File: src/design/piehe_pkg.sv
/*
 * Package of the protocol interrupt enable and host-interface error flag block:
 * register offsets, field positions, reset values and the bus carrier structs.
 * Assumes a 32-bit Avalon-MM slave with word-aligned byte addresses.
 */
`default_nettype none
package piehe_pkg;
    localparam int ADDR_W = 8;
    localparam logic [ADDR_W-1:0] OFS_PROTO_EN0 = 8'h00;
    localparam logic [ADDR_W-1:0] OFS_PROTO_EN1 = 8'h04;
    localparam logic [ADDR_W-1:0] OFS_ERR_FLAGS = 8'h08;
    localparam logic [ADDR_W-1:0] OFS_GLOBAL_EN = 8'h0C;
    localparam logic [ADDR_W-1:0] OFS_IRQ_STATUS = 8'h10;
    localparam logic [ADDR_W-1:0] OFS_IRQ_ENABLE = 8'h14;
    localparam logic [ADDR_W-1:0] OFS_IRQ_CLEAR = 8'h18;
    localparam logic [ADDR_W-1:0] OFS_PROTO_FLAGS = 8'h1C;
    localparam logic [15:0] RST_PROTO_EN0 = 16'h0000;
    localparam logic [15:0] RST_PROTO_EN1 = 16'h0000;
    localparam logic [15:0] RST_ERR_FLAGS = 16'h0000;
    localparam logic RST_HOST_IF_EN = 1'b0;
    // protocol enable 1 positions, matching protocol flag register 1
    localparam int BIT_ODD_TABLE = 0;
    localparam int BIT_EVEN_TABLE = 1;
    localparam int BIT_SLOT_CNT0 = 4;
    localparam int BIT_STATE_CHG = 8;
    localparam int BIT_ENGINE_FAIL = 9;
    localparam int BIT_ILLEGAL_CMD = 10;
    localparam int BIT_ERR_MODE = 15;
    localparam logic [15:0] PROTO1_IMPL_MASK = 16'h87F3;
    // error flag positions
    localparam int BIT_BUF_SEARCH = 9;
    localparam int BIT_OVR_A = 10;
    localparam int BIT_OVR_B = 11;
    localparam int BIT_CMD_IGN = 13;
    localparam int BIT_LOST_A = 14;
    localparam int BIT_LOST_B = 15;
    localparam logic [15:0] ERR_IMPL_MASK = 16'hEE00;
    localparam int BIT_GLOBAL_HOST_EN = 0;
    // own status events: 0 proto request rose, 1 host-if request rose
    localparam int NUM_EVT = 2;
    localparam logic [7:0] MAX_BUF_INDEX = 8'd131;
    typedef struct packed {
        logic read;
        logic write;
        logic [ADDR_W-1:0] address;
        logic [31:0] writedata;
    } piehe_bus_req_t;
    typedef struct packed {
        logic waitrequest;
        logic [31:0] readdata;
    } piehe_bus_rsp_t;
endpackage : piehe_pkg
`default_nettype wire

File: src/design/piehe_top.sv
/*
 * Protocol interrupt enables, host-interface error flags, and own event status.
 * Assumes all event inputs are one-cycle pulses synchronous to ref_clk and the
 * protocol flag registers are supplied as levels from outside.
 */
`timescale 1ns/1ps
`default_nettype none
module piehe_top #(
    parameter int NUM_SHADOW = 4
) (
    input wire logic ref_clk,
    input wire logic rst,
    input wire piehe_pkg::piehe_bus_req_t avs_req,
    output piehe_pkg::piehe_bus_rsp_t avs_rsp,
    input wire logic [15:0] protocol_flag_reg_0,
    input wire logic [15:0] protocol_flag_reg_1,
    input wire logic frame_lost_a_evt,
    input wire logic frame_lost_b_evt,
    input wire logic command_write,
    input wire logic command_pending_flag,
    input wire logic rx_fifo_overrun_a_evt,
    input wire logic rx_fifo_overrun_b_evt,
    input wire logic search_busy,
    input wire logic search_start,
    input wire logic found_valid,
    input wire logic [7:0] found_buffer_index,
    input wire logic [NUM_SHADOW*8-1:0] shadow_buffer_index,
    output logic command_accept,
    output logic protocol_irq,
    output logic host_if_irq,
    output logic irq
);
    import piehe_pkg::*;

    initial begin
        if (NUM_SHADOW < 1 || NUM_SHADOW > 8) begin
            $error("NUM_SHADOW out of range");
        end
    end

    typedef struct packed {
        logic [15:0] en0;
        logic [15:0] en1;
        logic [15:0] err;
        logic host_en;
        logic [NUM_EVT-1:0] sts;
        logic [NUM_EVT-1:0] ien;
        logic proto_prev;
        logic host_prev;
        logic ack;
        logic [31:0] rdata;
    } piehe_state_t;

    piehe_state_t s_q, s_d;

    function automatic logic hit(input logic [ADDR_W-1:0] a, input logic [ADDR_W-1:0] ofs);
        hit = (a == ofs);
    endfunction : hit

    logic [NUM_SHADOW-1:0] shadow_bad;
    genvar gi;
    generate
        for (gi = 0; gi < NUM_SHADOW; gi++) begin : g_shadow
            assign shadow_bad[gi] = shadow_buffer_index[gi*8 +: 8] > MAX_BUF_INDEX;
        end
    endgenerate

    logic [15:0] err_set;
    logic proto_req;
    logic host_req;
    logic acc;
    logic wr_acc;
    logic rd_acc;
    logic [NUM_EVT-1:0] evt;

    always_comb begin
        err_set = 16'h0000;
        err_set[BIT_LOST_B] = frame_lost_b_evt;
        err_set[BIT_LOST_A] = frame_lost_a_evt;
        err_set[BIT_CMD_IGN] = command_write & command_pending_flag;
        err_set[BIT_OVR_B] = rx_fifo_overrun_b_evt;
        err_set[BIT_OVR_A] = rx_fifo_overrun_a_evt;
        err_set[BIT_BUF_SEARCH] = (search_busy & search_start)
            | (found_valid & (found_buffer_index > MAX_BUF_INDEX)) | (|shadow_bad);
    end

    // dropped commands never reach the protocol engine
    assign command_accept = command_write & ~command_pending_flag;

    assign proto_req = |(protocol_flag_reg_0 & s_q.en0)
        | |(protocol_flag_reg_1 & s_q.en1 & PROTO1_IMPL_MASK);
    assign host_req = s_q.host_en & (|s_q.err);
    assign evt = {host_req & ~s_q.host_prev, proto_req & ~s_q.proto_prev};

    // single-cycle wait state so read data comes from a flop
    assign acc = (avs_req.read | avs_req.write) & s_q.ack;
    assign wr_acc = avs_req.write & ~s_q.ack;
    assign rd_acc = avs_req.read & ~s_q.ack;

    always_comb begin
        s_d = s_q;
        s_d.ack = (avs_req.read | avs_req.write) & ~s_q.ack;
        s_d.proto_prev = proto_req;
        s_d.host_prev = host_req;
        // clear first, then set, so a same-cycle event survives
        if (wr_acc && hit(avs_req.address, OFS_ERR_FLAGS)) begin
            s_d.err = s_q.err & ~(avs_req.writedata[15:0] & ERR_IMPL_MASK);
        end
        s_d.err = s_d.err | err_set;
        if (wr_acc && hit(avs_req.address, OFS_IRQ_CLEAR)) begin
            s_d.sts = s_q.sts & ~avs_req.writedata[NUM_EVT-1:0];
        end
        s_d.sts = s_d.sts | evt;
        if (wr_acc) begin
            if (hit(avs_req.address, OFS_PROTO_EN0)) begin
                s_d.en0 = avs_req.writedata[15:0];
            end
            if (hit(avs_req.address, OFS_PROTO_EN1)) begin
                s_d.en1 = avs_req.writedata[15:0] & PROTO1_IMPL_MASK;
            end
            if (hit(avs_req.address, OFS_GLOBAL_EN)) begin
                s_d.host_en = avs_req.writedata[BIT_GLOBAL_HOST_EN];
            end
            if (hit(avs_req.address, OFS_IRQ_ENABLE)) begin
                s_d.ien = avs_req.writedata[NUM_EVT-1:0];
            end
        end
        s_d.rdata = 32'h0000_0000;
        if (rd_acc) begin
            case (avs_req.address)
                OFS_PROTO_EN0: s_d.rdata = {16'h0000, s_q.en0};
                OFS_PROTO_EN1: s_d.rdata = {16'h0000, s_q.en1};
                OFS_ERR_FLAGS: s_d.rdata = {16'h0000, s_q.err};
                OFS_GLOBAL_EN: s_d.rdata = {31'h0000_0000, s_q.host_en};
                OFS_IRQ_STATUS: s_d.rdata = {30'h0000_0000, s_q.sts};
                OFS_IRQ_ENABLE: s_d.rdata = {30'h0000_0000, s_q.ien};
                OFS_PROTO_FLAGS: s_d.rdata = {protocol_flag_reg_1, protocol_flag_reg_0};
                default: s_d.rdata = 32'h0000_0000;
            endcase
        end
    end

    always_ff @(posedge ref_clk) begin
        if (rst) begin
            s_q.en0 <= RST_PROTO_EN0;
            s_q.en1 <= RST_PROTO_EN1;
            s_q.err <= RST_ERR_FLAGS;
            s_q.host_en <= RST_HOST_IF_EN;
            s_q.sts <= '0;
            s_q.ien <= '0;
            s_q.proto_prev <= 1'b0;
            s_q.host_prev <= 1'b0;
            s_q.ack <= 1'b0;
            s_q.rdata <= 32'h0000_0000;
        end else begin
            s_q <= s_d;
        end
    end

    assign avs_rsp.waitrequest = (avs_req.read | avs_req.write) & ~acc;
    assign avs_rsp.readdata = s_q.rdata;
    assign protocol_irq = proto_req;
    assign host_if_irq = host_req;
    assign irq = |(s_q.sts & s_q.ien);

    // every implemented flag sticks and clears on a one; reserved bits stay zero
    generate
        for (gi = 0; gi < 16; gi++) begin : g_err_bit
            if (ERR_IMPL_MASK[gi]) begin : g_impl

            end else begin : g_unimpl

            end
        end
    endgenerate
endmodule : piehe_top
`default_nettype wire

File: config.mk
export PLATFORM = sky130hd
export DESIGN_NAME = piehe_top
export DESIGN_NICKNAME = d
export VERILOG_FILES = /design/src/design/piehe_pkg.sv /design/src/design/piehe_top.sv
export SDC_FILE = /design/constraint.sdc
export NUM_CORES = 1
export LEC_CHECK = 0
export BUFFER_PORTS_ARGS = -buffer_cell sky130_fd_sc_hd__buf_2
export CAP_MARGIN = 20
export CORE_ASPECT_RATIO = 2
export CORE_MARGIN = 5
export CORE_UTILIZATION = 49
export CTS_CLUSTER_DIAMETER = 100
export DETAILED_ROUTE_END_ITERATION = 7
export GPL_ROUTABILITY_DRIVEN = 0
export MAX_ROUTING_LAYER = met4
export PLACE_DENSITY = 0.85
export SLEW_MARGIN = 20
export SYNTH_ARGS = -nofsm -noshare
export SYNTH_HDL_FRONTEND = slang
export SYNTH_SLANG_ARGS = --single-unit
File: constraint.sdc
create_clock -name ref_clk -period 3.6 [get_ports ref_clk]
set_clock_uncertainty 0.2 [all_clocks]
set_input_delay 0.72 -clock ref_clk [delete_from_list [all_inputs] [get_ports ref_clk]]
set_output_delay 0.72 -clock ref_clk [all_outputs]
set_load 0.1 [all_outputs]
## Yosys cells after proc, flatten, opt, wreduce, memory -nomap -nowiden

Cells that the tools add are included.

| storage, ports and cells | value |
|---|---|
| bits in registers | 82 |
| output and inout port bits | 37 |

| cells by class | value |
|---|---|
| mux-type cells | 3 |
| $lt $le $gt $ge | 5 |
| equal/unequal tests | 7 |
| bitwise gates (word level) | 31 |
| reduce and logical (&&, ||, !) cells | 13 |

Operator list:

| kind | number |
|---|---|
| $pmux W32 S7 | 1 |
| $and A16 B16 Y16 | 3 |
| $gt A8 B8 Y1 const B | 5 |
| $eq A8 B5 Y1 const B | 4 |
| $reduce_or A16 Y1 | 2 |
| $eq A8 B4 Y1 const B | 2 |
| $mux W16 | 1 |
| $not A16 Y16 | 1 |
| $or A16 B16 Y16 | 1 |
| $and A1 B1 Y1 | 12 |
| $reduce_or A10 Y1 | 1 |
| $eq A8 B3 Y1 const B | 1 |
| $logic_not A8 Y1 | 1 |
| $reduce_and A2 Y1 | 4 |
| $not A1 Y1 | 6 |
| $and A2 B2 Y2 | 2 |
| $or A1 B1 Y1 | 4 |
| $reduce_or A2 Y1 | 2 |
| $reduce_or A4 Y1 | 1 |
| $logic_and A1 B1 Y1 | 2 |
| $mux W2 | 1 |
| $not A2 Y2 | 1 |
| $or A2 B2 Y2 | 1 |

## Longest topological paths before layout

Gate-level depths: netlist of the first run.

| logic depth | value |
|---|---|
| depth after elaboration | 5 |
| depth in mapped cells | 6 |
| depth with buffers taken out | 4 |

## Worst setup path after synthesis of the first run

Ideal clock, no wire load.

| timing path | value |
|---|---|
| path kind | input port to output port |
| from | in command_pending_flag |
| to | out command_accept |
| path slack | 0.625 ns |
| arrival | 2.055 ns |
| data required time | 2.680 ns |
| stages on the path | 1 |
| path through | nor2b_1 |

| on the way | value |
|---|---|
| longest elaborated chain between the ends | 2 |

RTL lines:

| element | RTL line | RTL |
|---|---|---|
| from (decl) | piehe_top.sv:20 | `input wire logic command_pending_flag,` |
| $not A1 Y1 | piehe_top.sv:88 | `assign command_accept = command_write & ~command_pending_flag;` |
| $and A1 B1 Y1 | piehe_top.sv:88 |  |
| to (decl) | piehe_top.sv:28 | `output logic command_accept,` |

No other way between the ends.

## Final worst setup path of the first run

| timing path | value |
|---|---|
| from | in protocol_flag_reg_0[5] |
| to | out protocol_irq |

| on the way | value |
|---|---|
| longest elaborated chain between the ends | 3 |

RTL lines:

| element | RTL line | RTL |
|---|---|---|
| from (decl) | piehe_top.sv:15 | `input wire logic [15:0] protocol_flag_reg_0,` |
| $and A16 B16 Y16 | piehe_top.sv:90 | `assign proto_req = \|(protocol_flag_reg_0 & s_q.en0)` |
| $reduce_or A16 Y1 | piehe_top.sv:90 |  |
| $or A1 B1 Y1 | piehe_top.sv:91 | `\| \|(protocol_flag_reg_1 & s_q.en1 & PROTO1_IMPL_MASK);` |
| to (decl) | piehe_top.sv:29 | `output logic protocol_irq,` |

No other way between the ends.

==> impl_metrics.json, run 1 <==
{
  "outcome": "completed",
  "switching_share": 0.217,
  "slew_headroom": 0.465,
  "area_growth_pct": 24.7,
  "grt_pass1_wl_um": 14000,
  "ys_seq_elements": 72,
  "hold_ws_ps": 213,
  "power.internal_uw": 1410,
  "combPwrFrac": 0.074,
  "critPathLaunchType": "input port",
  "final_hold_viol_count": 0,
  "dieArea_mm2": 0.00837,
  "endpoint_kind": "output pin",
  "htreeDepth": 3,
  "top_usage_layer": "met2",
  "seqPwrFrac": 0.450,
  "seq_area_frac_synth": 0.449,
  "cts_tree": "built",
  "cp_num_buf_inv": 4,
  "vias_per_cell": 5.65,
  "clock_latency_ps": 330,
  "ir_worst_vdd_mv": 0.323,
  "fp.dieW_um": 67.3,
  "core.rowCount": 41,
  "grt_overflow": 0,
  "crit_top_cell": "buf_2",
  "core_mm2": 0.00636,
  "first_pass_iters": 6,
  "clkSlewWorstSetupHoldPaths_ps": 50,
  "remaining_drc_errors": 0,
  "synthesis.nets": 459,
  "path_cells": "buf_2, a22oi_1, nand4_1, nor4_1, buf_4, inv_1, buf_2",
  "slowest_stage": "nor4_1",
  "grt_use_total": 0.227,
  "drt_iter0_drc": 246,
  "synth_area_per_cell_um2": 9.62,
  "clk_path_buf_depth": 2,
  "placed_cell_area_mm2": 0.00371,
  "ctsResizeCount": 0,
  "power_frac_clock": 0.476,
  "ys_types": 36,
  "cts_buffers": 9,
  "powerDensity_mw_per_mm2": 450,
  "worstMarginPinSlew_ps": 803,
  "use_met2": 0.391,
  "synthesis.area_mm2": 0.00321,
  "drv_cap": 0,
  "drtAntennaViolNets": 0,
  "root_buffer": "clkbuf_16",
  "hp-class": "reg2reg",
  "cpPeakStageDelay_ps": 390,
  "fin_nets": 561,
  "crit_type": "in2out",
  "use_met3": 0.0578,
  "io_pins": 162,
  "drt-total-wl_um": 9100,
  "hold_buffers": 0,
  "routedWlPerCell_um": 17.3,
  "fmax_mhz": 330,
  "final_common_cell": "buf_2",
  "slew_violations": 0,
  "design_area_mm2": 0.00401,
  "ys_warn_count": 0,
  "grt_pass1_vias": 3114,
  "worst-endpoint-arrival_ps": 2110,
  "path_max_fanout": 3,
  "final_cell_mix": "buf_2 (135), dfxtp_1 (72), nor2_1 (54), mux2i_1 (31), a22oi_1 (21)",
  "rsz0062_at_grt": "no",
  "power_switching_uw": 390,
  "setup_viol": 0,
  "start_util": 0.505,
  "crit_family": "buffers and inverters",
  "fin_tns_setup_ps": 0,
  "netlist_instances": 334,
  "die_y_um": 124,
  "grt_max_degree": 44,
  "io_buffers": 135,
  "clock-sinks": 72,
  "dp_hpwl_um": 7180,
  "cts_setup_buffers": 0,
  "antenna_found_initial": 1,
  "cp.required_ps": 2680,
  "period_share": 0.842,
  "layout-drive-gt1-share": 0.380,
  "p_leak_uw": 0.00201,
  "grt.met1_usage": 0.209,
  "min_period_ps": 3030,
  "dr_total_vias": 2980
}
-- flip-flops by register name (all words and copies together), names as in the netlist --
signal and cells:
s_q 40, avs_rsp 32
-- cells by family after synthesis --
group,Yosys count,synth area share
AO/OA/AOI/OAI,54,0.127
buffers and inverters,56,0.112
flip-flops,72,0.449
multiplexers,34,0.107
AND/OR/NAND/NOR,118,0.205
-- through the flow --
step | worst slack [ps] | utilization | power, µW | instances
2_1_floorplan | 625 | - | 882 | 334
3_3_place_gp | 625 | 0.584 | 956 | 511
3_5_place_dp | 596 | 0.584 | 959 | 511
4_1_cts | 581 | 0.629 | 1810 | 526
5_1_grt | 484 | 0.630 | 1850 | 527
6_report | 569 | 0.630 | 1800 | 527
-- metal layers --
layer | share of wire | up-vias
li1 | - | 1382
met1 | 0.33 | 1393
met2 | 0.53 | 169
met3 | 0.077 | 36
met4 | 0.059 | 0
met5 | 0 | -
-- worst reg2reg max path, cell delays in order, from the launching register on --
cell and delay [ps]:
dfxtp_1 330, nor3b_2 170, buf_4 220, nand4_1 580
a21oi_1 370
-- worst paths after layout --
check	from	to	slack, ps	depth (start not counted)
max	protocol_flag_reg_0[5]	protocol_irq	570	7
max reg2reg	s_q[32]	avs_rsp[1]	1620	4
min reg2reg	s_q[34]	s_q[37]	210	1
min	s_q[34]	s_q[37]	210	1
-- cell type report --
type | count | area, µm²
Fill cell | 554 | 2350
Sequential cell | 72 | 1440
Multi-Input combinational cell | 206 | 1410
Timing Repair Buffer | 144 | 743
Clock buffer | 12 | 246
Tap cell | 86 | 108
Clock inverter | 3 | 42.5
Inverter | 3 | 11.3
Antenna cell | 1 | 2.50
-- power groups by stage --
stage          sequential [µW]  combinational (µW)  clock (µW)
3_5_place_dp               827                 132           0
4_1_cts                    810                 133         863
2_1_floorplan              824                57.7           0
6_report                   810                 134         857
5_1_grt                    810                 144         900
3_3_place_gp               826                 130           0
-- synthesized netlist by cell type (all sizes together) --
master | count | area, µm²
mux2i | 31 | 310
and4 | 1 | 8.76
buf | 41 | 303
or4 | 5 | 37.5
o211ai | 1 | 7.51
o31ai | 2 | 15.0
nand3 | 6 | 42.5
mux2 | 3 | 33.8
nor2b | 4 | 25.0
o32ai | 1 | 8.76
a22oi | 21 | 158
nand2 | 6 | 22.5
dfxtp | 72 | 1440
and3 | 17 | 106
inv | 3 | 11.3
and2 | 2 | 12.5
nor2 | 54 | 203
and4bb | 1 | 12.5
o21ai | 5 | 25.0
a22o | 7 | 61.3
a32oi | 1 | 8.76
clkbuf | 12 | 45.0
a222oi | 8 | 80.1
nor4b | 2 | 30.0
nand2b | 1 | 6.26
nand4 | 11 | 68.8
nor4 | 3 | 48.8
a21oi | 7 | 35.0
o2bb2ai | 1 | 8.76
nor3 | 3 | 15.0
nor3b | 2 | 20.0
Note: power is estimated with default switching activity, not from simulation.
==> run 2: changes to the inputs <==
--- a/config.mk
+++ b/config.mk
@@ -9,12 +9,12 @@
 export CAP_MARGIN = 20
 export CORE_ASPECT_RATIO = 2
 export CORE_MARGIN = 5
-export CORE_UTILIZATION = 49
+export CORE_UTILIZATION = 46
 export CTS_CLUSTER_DIAMETER = 100
 export DETAILED_ROUTE_END_ITERATION = 7
 export GPL_ROUTABILITY_DRIVEN = 0
 export MAX_ROUTING_LAYER = met4
-export PLACE_DENSITY = 0.85
+export PLACE_DENSITY = 0.81
 export SLEW_MARGIN = 20
 export SYNTH_ARGS = -nofsm -noshare
 export SYNTH_HDL_FRONTEND = slang
==> constraint.sdc (replaced) <==
create_clock -name ref_clk -period 3.1 [get_ports ref_clk]
set_clock_uncertainty 0.2 [all_clocks]
set_input_delay 0.62 -clock ref_clk [delete_from_list [all_inputs] [get_ports ref_clk]]
set_output_delay 0.62 -clock ref_clk [all_outputs]
set_load 0.1 [all_outputs]
==> run 2 against run 1 <==
Net effect:
- sequential cell count unchanged
- combinational power up 16%
- cell count up 1.1%
- total power up 13%
- first-iteration DRC count up 13%
- sequential power up 16%
- critical path depth down 3
- largest cell class unchanged
- largest power group is now registers
- highest routed layer unchanged
==> impl_metrics.json, run 2 (synthesis gave the netlist of run 1 again) <==
{
  "p_leak_uw": 0.00201,
  "path_max_fanout": 3,
  "clk_path_buf_depth": 2,
  "grt_max_degree": 43,
  "powerDensity_mw_per_mm2": 506,
  "worstSetupEndpoint": "host_if_irq",
  "startpoint": "s_q[55]",
  "fin_tns_setup_ps": 0,
  "routedWlPerCell_um": 17.1,
  "placed_cell_area_mm2": 0.00373,
  "grt_pass1_vias": 3061,
  "dieArea_mm2": 0.00885,
  "cts_tree": "built",
  "remaining_drc_errors": 0,
  "drv_cap": 0,
  "outcome": "completed",
  "crit_type": "reg2out",
  "r2r-end": "avs_rsp[9]",
  "slew_headroom": 0.445,
  "area_growth_pct": 24.7,
  "grt_pass1_wl_um": 14200,
  "design_area_mm2": 0.00401,
  "core.rowCount": 43,
  "drt_iter0_drc": 279,
  "cts_setup_buffers": 0,
  "io_pins": 162,
  "reg2reg_depth": 4,
  "worstMarginPinSlew_ps": 829,
  "final_common_cell": "buf_2",
  "first_pass_iters": 5,
  "antenna_found_initial": 2,
  "fp.dieW_um": 69.1,
  "hold_buffers": 0,
  "layout-drive-gt1-share": 0.383,
  "final_hold_viol_count": 0,
  "cts_buffers": 9,
  "setup_viol": 0,
  "root_buffer": "clkbuf_16",
  "io_buffers": 135,
  "grt_use_total": 0.211,
  "core_mm2": 0.00689,
  "ir_worst_vdd_mv": 0.391,
  "grt_overflow": 0,
  "ctsResizeCount": 0,
  "top_register": "s_q",
  "endpoint_kind": "output pin",
  "clock_latency_ps": 330,
  "drt-total-wl_um": 9140,
  "drtAntennaViolNets": 0,
  "min_period_ps": 2860,
  "fin_nets": 562,
  "ff2ff_setup_slack_ps": 1070,
  "fmax_mhz": 349,
  "dr_total_vias": 2968,
  "worst-endpoint-arrival_ps": 2040,
  "clock-sinks": 72,
  "cp.required_ps": 2280,
  "die_y_um": 128,
  "vias_per_cell": 5.57,
  "reg2reg_from": "s_q[32]",
  "htreeDepth": 3,
  "rsz0062_at_grt": "no",
  "hp-class": "reg2reg",
  "stdcell_count": 533,
  "dp_hpwl_um": 7150,
  "clkSlewWorstSetupHoldPaths_ps": 50,
  "largest_reg_flops": 40,
  "final_cell_mix": "buf_2 (135), dfxtp_1 (72), nor2_1 (54), mux2i_1 (31), a22oi_1 (21)",
  "n_fill_cell": 662,
  "critPathLaunchType": "flop",
  "start_util": 0.466,
  "dp_cells": 516,
  "period_share": 0.924,
  "slew_violations": 0
}
-- run 2: cell count changes in the layout (fill, tap and decap cells not counted), sizes merged --
cell,previous run,this run
buf,144,145
diode,1,2
bufinv,1,0
clkinv,1,2
-- run 2: power breakdown --
group	switching [µW]	leakage [µW]	internal, µW
Combinational	88.9	0.00130	66.7
Clock	354	0.000134	577
Sequential	6.89	0.000582	933
-- run 2: layout make-up --
type	count	area (µm²)	share of cell area
clock buffer	12	256	0.0640
multi-input combinational	206	1410	0.352
antenna	2	5.00	0.00125
timing repair buffer	145	751	0.187
tap	90	113	0.0281
inverter	3	11.3	0.00281
clock inverter	3	17.5	0.00437
sequential	72	1440	0.360
-- run 2: how the worst min path moves through the flow --
stage | from | to | slack [ps] | depth (start not counted)
after detailed placement | s_q[34] | s_q[37] | 220 | 1
after CTS | s_q[34] | s_q[37] | 230 | 1
final | s_q[34] | s_q[37] | 230 | 1
after floorplan | s_q[34] | s_q[37] | 200 | 1
after global routing | s_q[34] | s_q[37] | 250 | 1
after global placement | s_q[34] | s_q[37] | 200 | 1
-- run 2: metrics by stage --
step	setup WS [ps]	hold slack [ps]	total power (µW)	util
floorplan	325	200	1020	-
global placement	251	200	1110	0.541
detailed placement	279	221	1110	0.541
CTS	207	231	2040	0.581
global route	156	253	2100	0.582
finish	236	228	2030	0.582
-- run 2: metal layers --
layer / up-vias / wire length, µm / share of wire / global-route usage
li1: 1393 / - / - / -
met1: 1362 / 3130 / 0.34 / 0.195
met2: 172 / 4850 / 0.53 / 0.368
met3: 41 / 617 / 0.068 / 0.0549
met4: 0 / 537 / 0.059 / 0.154
met5: - / 0 / 0 / -
-- run 2: worst max-delay path, cell delays in order (launching register included) --
cell and delay, ps:
dfxtp_1 340, or4_1 520, o31ai_1 470, inv_1 80, buf_2 310
==> run 3: changes to the inputs <==
--- a/config.mk
+++ b/config.mk
@@ -11,10 +11,12 @@
 export CORE_MARGIN = 5
 export CORE_UTILIZATION = 46
 export CTS_CLUSTER_DIAMETER = 100
+export CTS_CLUSTER_SIZE = 24
 export DETAILED_ROUTE_END_ITERATION = 7
 export GPL_ROUTABILITY_DRIVEN = 0
 export MAX_ROUTING_LAYER = met4
 export PLACE_DENSITY = 0.81
+export SETUP_SLACK_MARGIN = 0.5
 export SLEW_MARGIN = 20
 export SYNTH_ARGS = -nofsm -noshare
 export SYNTH_HDL_FRONTEND = slang
==> run 3 against run 2 <==
Net effect:
- non-clock buffer count increased by 3
- utilization increased by 2.2 points
- sequential power about the same
- cell count increased by 0.75%
- wire length increased by 1.2%
- combinational power increased by 3%
- critical path type is now in2out
- total power increased by 4.4%
- worst hold slack got worse by 7.9 ps
- die area unchanged
- sequential cell count unchanged
==> impl_metrics.json, run 3 (synthesis gave the netlist of run 1 again) <==
{
  "outcome": "completed",
  "remaining_drc_errors": 0,
  "grt_overflow": 0,
  "io_pins": 162,
  "drv_cap": 0,
  "clock-sinks": 72,
  "top_register": "s_q",
  "fmax_mhz": 390,
  "ir_worst_vdd_mv": 0.396,
  "worstMarginPinSlew_ps": 915,
  "largest_reg_flops": 40,
  "hp-class": "reg2reg",
  "dp_cells": 517,
  "setup_viol": 0,
  "drt-total-wl_um": 9250,
  "root_buffer": "clkbuf_16",
  "cts_tree": "built",
  "placed_cell_area_mm2": 0.00374,
  "core.rowCount": 43,
  "grt_pass1_wl_um": 14200,
  "clkSlewWorstSetupHoldPaths_ps": 50,
  "grt_max_degree": 43,
  "htreeDepth": 3,
  "clock_latency_ps": 330,
  "die_y_um": 128,
  "rsz0062_at_grt": "yes",
  "start_util": 0.466,
  "path_max_fanout": 3,
  "p_leak_uw": 0.00207,
  "dieArea_mm2": 0.00885,
  "routedWlPerCell_um": 17.2,
  "fp.dieW_um": 69.1,
  "slew_headroom": 0.387,
  "cp_num_buf_inv": 4,
  "cts_buffers": 9,
  "fin_tns_setup_ps": 0,
  "hold_buffers": 0,
  "slowest_stage": "nor4_4",
  "final_cell_mix": "buf_2 (133), dfxtp_1 (69), nor2_1 (54), mux2i_1 (31), and3_1 (17)",
  "first_pass_iters": 6,
  "critPathLaunchType": "input port",
  "antenna_found_initial": 2,
  "stdcell_count": 537,
  "final_common_cell": "buf_2",
  "crit_type": "in2out",
  "dr_total_vias": 2973,
  "final_hold_viol_count": 0,
  "powerDensity_mw_per_mm2": 509,
  "clk_path_buf_depth": 2,
  "cpPeakStageDelay_ps": 280,
  "fin_nets": 565,
  "grt_pass1_vias": 2992,
  "drtAntennaViolNets": 0,
  "min_period_ps": 2560,
  "path_cells": "buf_2, a22oi_2, nand3_2, nor4_4, buf_4, inv_2, buf_12",
  "period_share": 0.826,
  "dp_hpwl_um": 7090,
  "design_area_mm2": 0.00416,
  "slew_violations": 0,
  "layout-drive-gt1-share": 0.427,
  "io_buffers": 135,
  "core_mm2": 0.00689,
  "grt_use_total": 0.210,
  "endpoint_kind": "output pin",
  "area_growth_pct": 29.4,
  "drt_iter0_drc": 282,
  "worst-endpoint-arrival_ps": 1740,
  "vias_per_cell": 5.54,
  "cp.required_ps": 2280,
  "crit_family": "buffers and inverters"
}
## run 3: cell types whose count changed in the layout (fill, tap and decap cells not counted), sizes merged
cell / previous run / this run
bufinv: 0 / 1
buf: 145 / 148
clkbuf: 12 / 10
clkinv: 2 / 5
clkinvlp: 1 / 0
## run 3: worst reg2reg max path, cell delays in order (launching register included)
cell	delay [ps]
dfxtp_1	340
nor3b_2	770
nand4_1	220
buf_4	270
nor2_1	140
## run 3: metal layers
layer | vias to the layer above | wire length [µm] | global-route usage
li1 | 1399 | - | -
met5 | - | 0 | -
met2 | 152 | 5140 | 0.378
met4 | 0 | 277 | 0.125
met3 | 22 | 637 | 0.0518
met1 | 1400 | 3190 | 0.199
## run 3: power breakdown
part	leakage, µW	switching, µW	internal (µW)
Clock	0.000152	376	639
Combinational	0.00133	91.7	69.8
Sequential	0.000582	7.66	934
## run 3: final cells by class
cell class | count | area [µm²]
fill | 624 | 2730
multi-input combinational | 206 | 1480
sequential | 72 | 1450
timing repair buffer | 148 | 803
clock buffer | 10 | 239
tap | 90 | 113
clock inverter | 6 | 58.8
inverter | 3 | 11.3
antenna | 2 | 5.00
## run 3: stage by stage
step	worst slack (ps)	util	hold slack (ps)	power (µW)
CTS	471	0.594	211	2120
global placement	236	0.543	198	1110
global route	481	0.604	250	2190
floorplan	509	-	200	1020
finish	538	0.604	220	2120
detailed placement	221	0.543	204	1110
## run 3: worst paths after layout
path	start	endpoint	slack, ps	cells past startpoint
max	protocol_flag_reg_0[10]	protocol_irq	540	7
min	s_q[34]	s_q[37]	220	1
max reg2reg	s_q[32]	avs_rsp[12]	1110	4
min reg2reg	s_q[34]	s_q[37]	220	1
## run 3: timing repair
item,in CTS,in global routing
pin swaps,3,5
endpoints found under the hold margin,0,0
endpoints found under the setup margin,2,2
resized for setup,13,12
buffers inserted,2,0
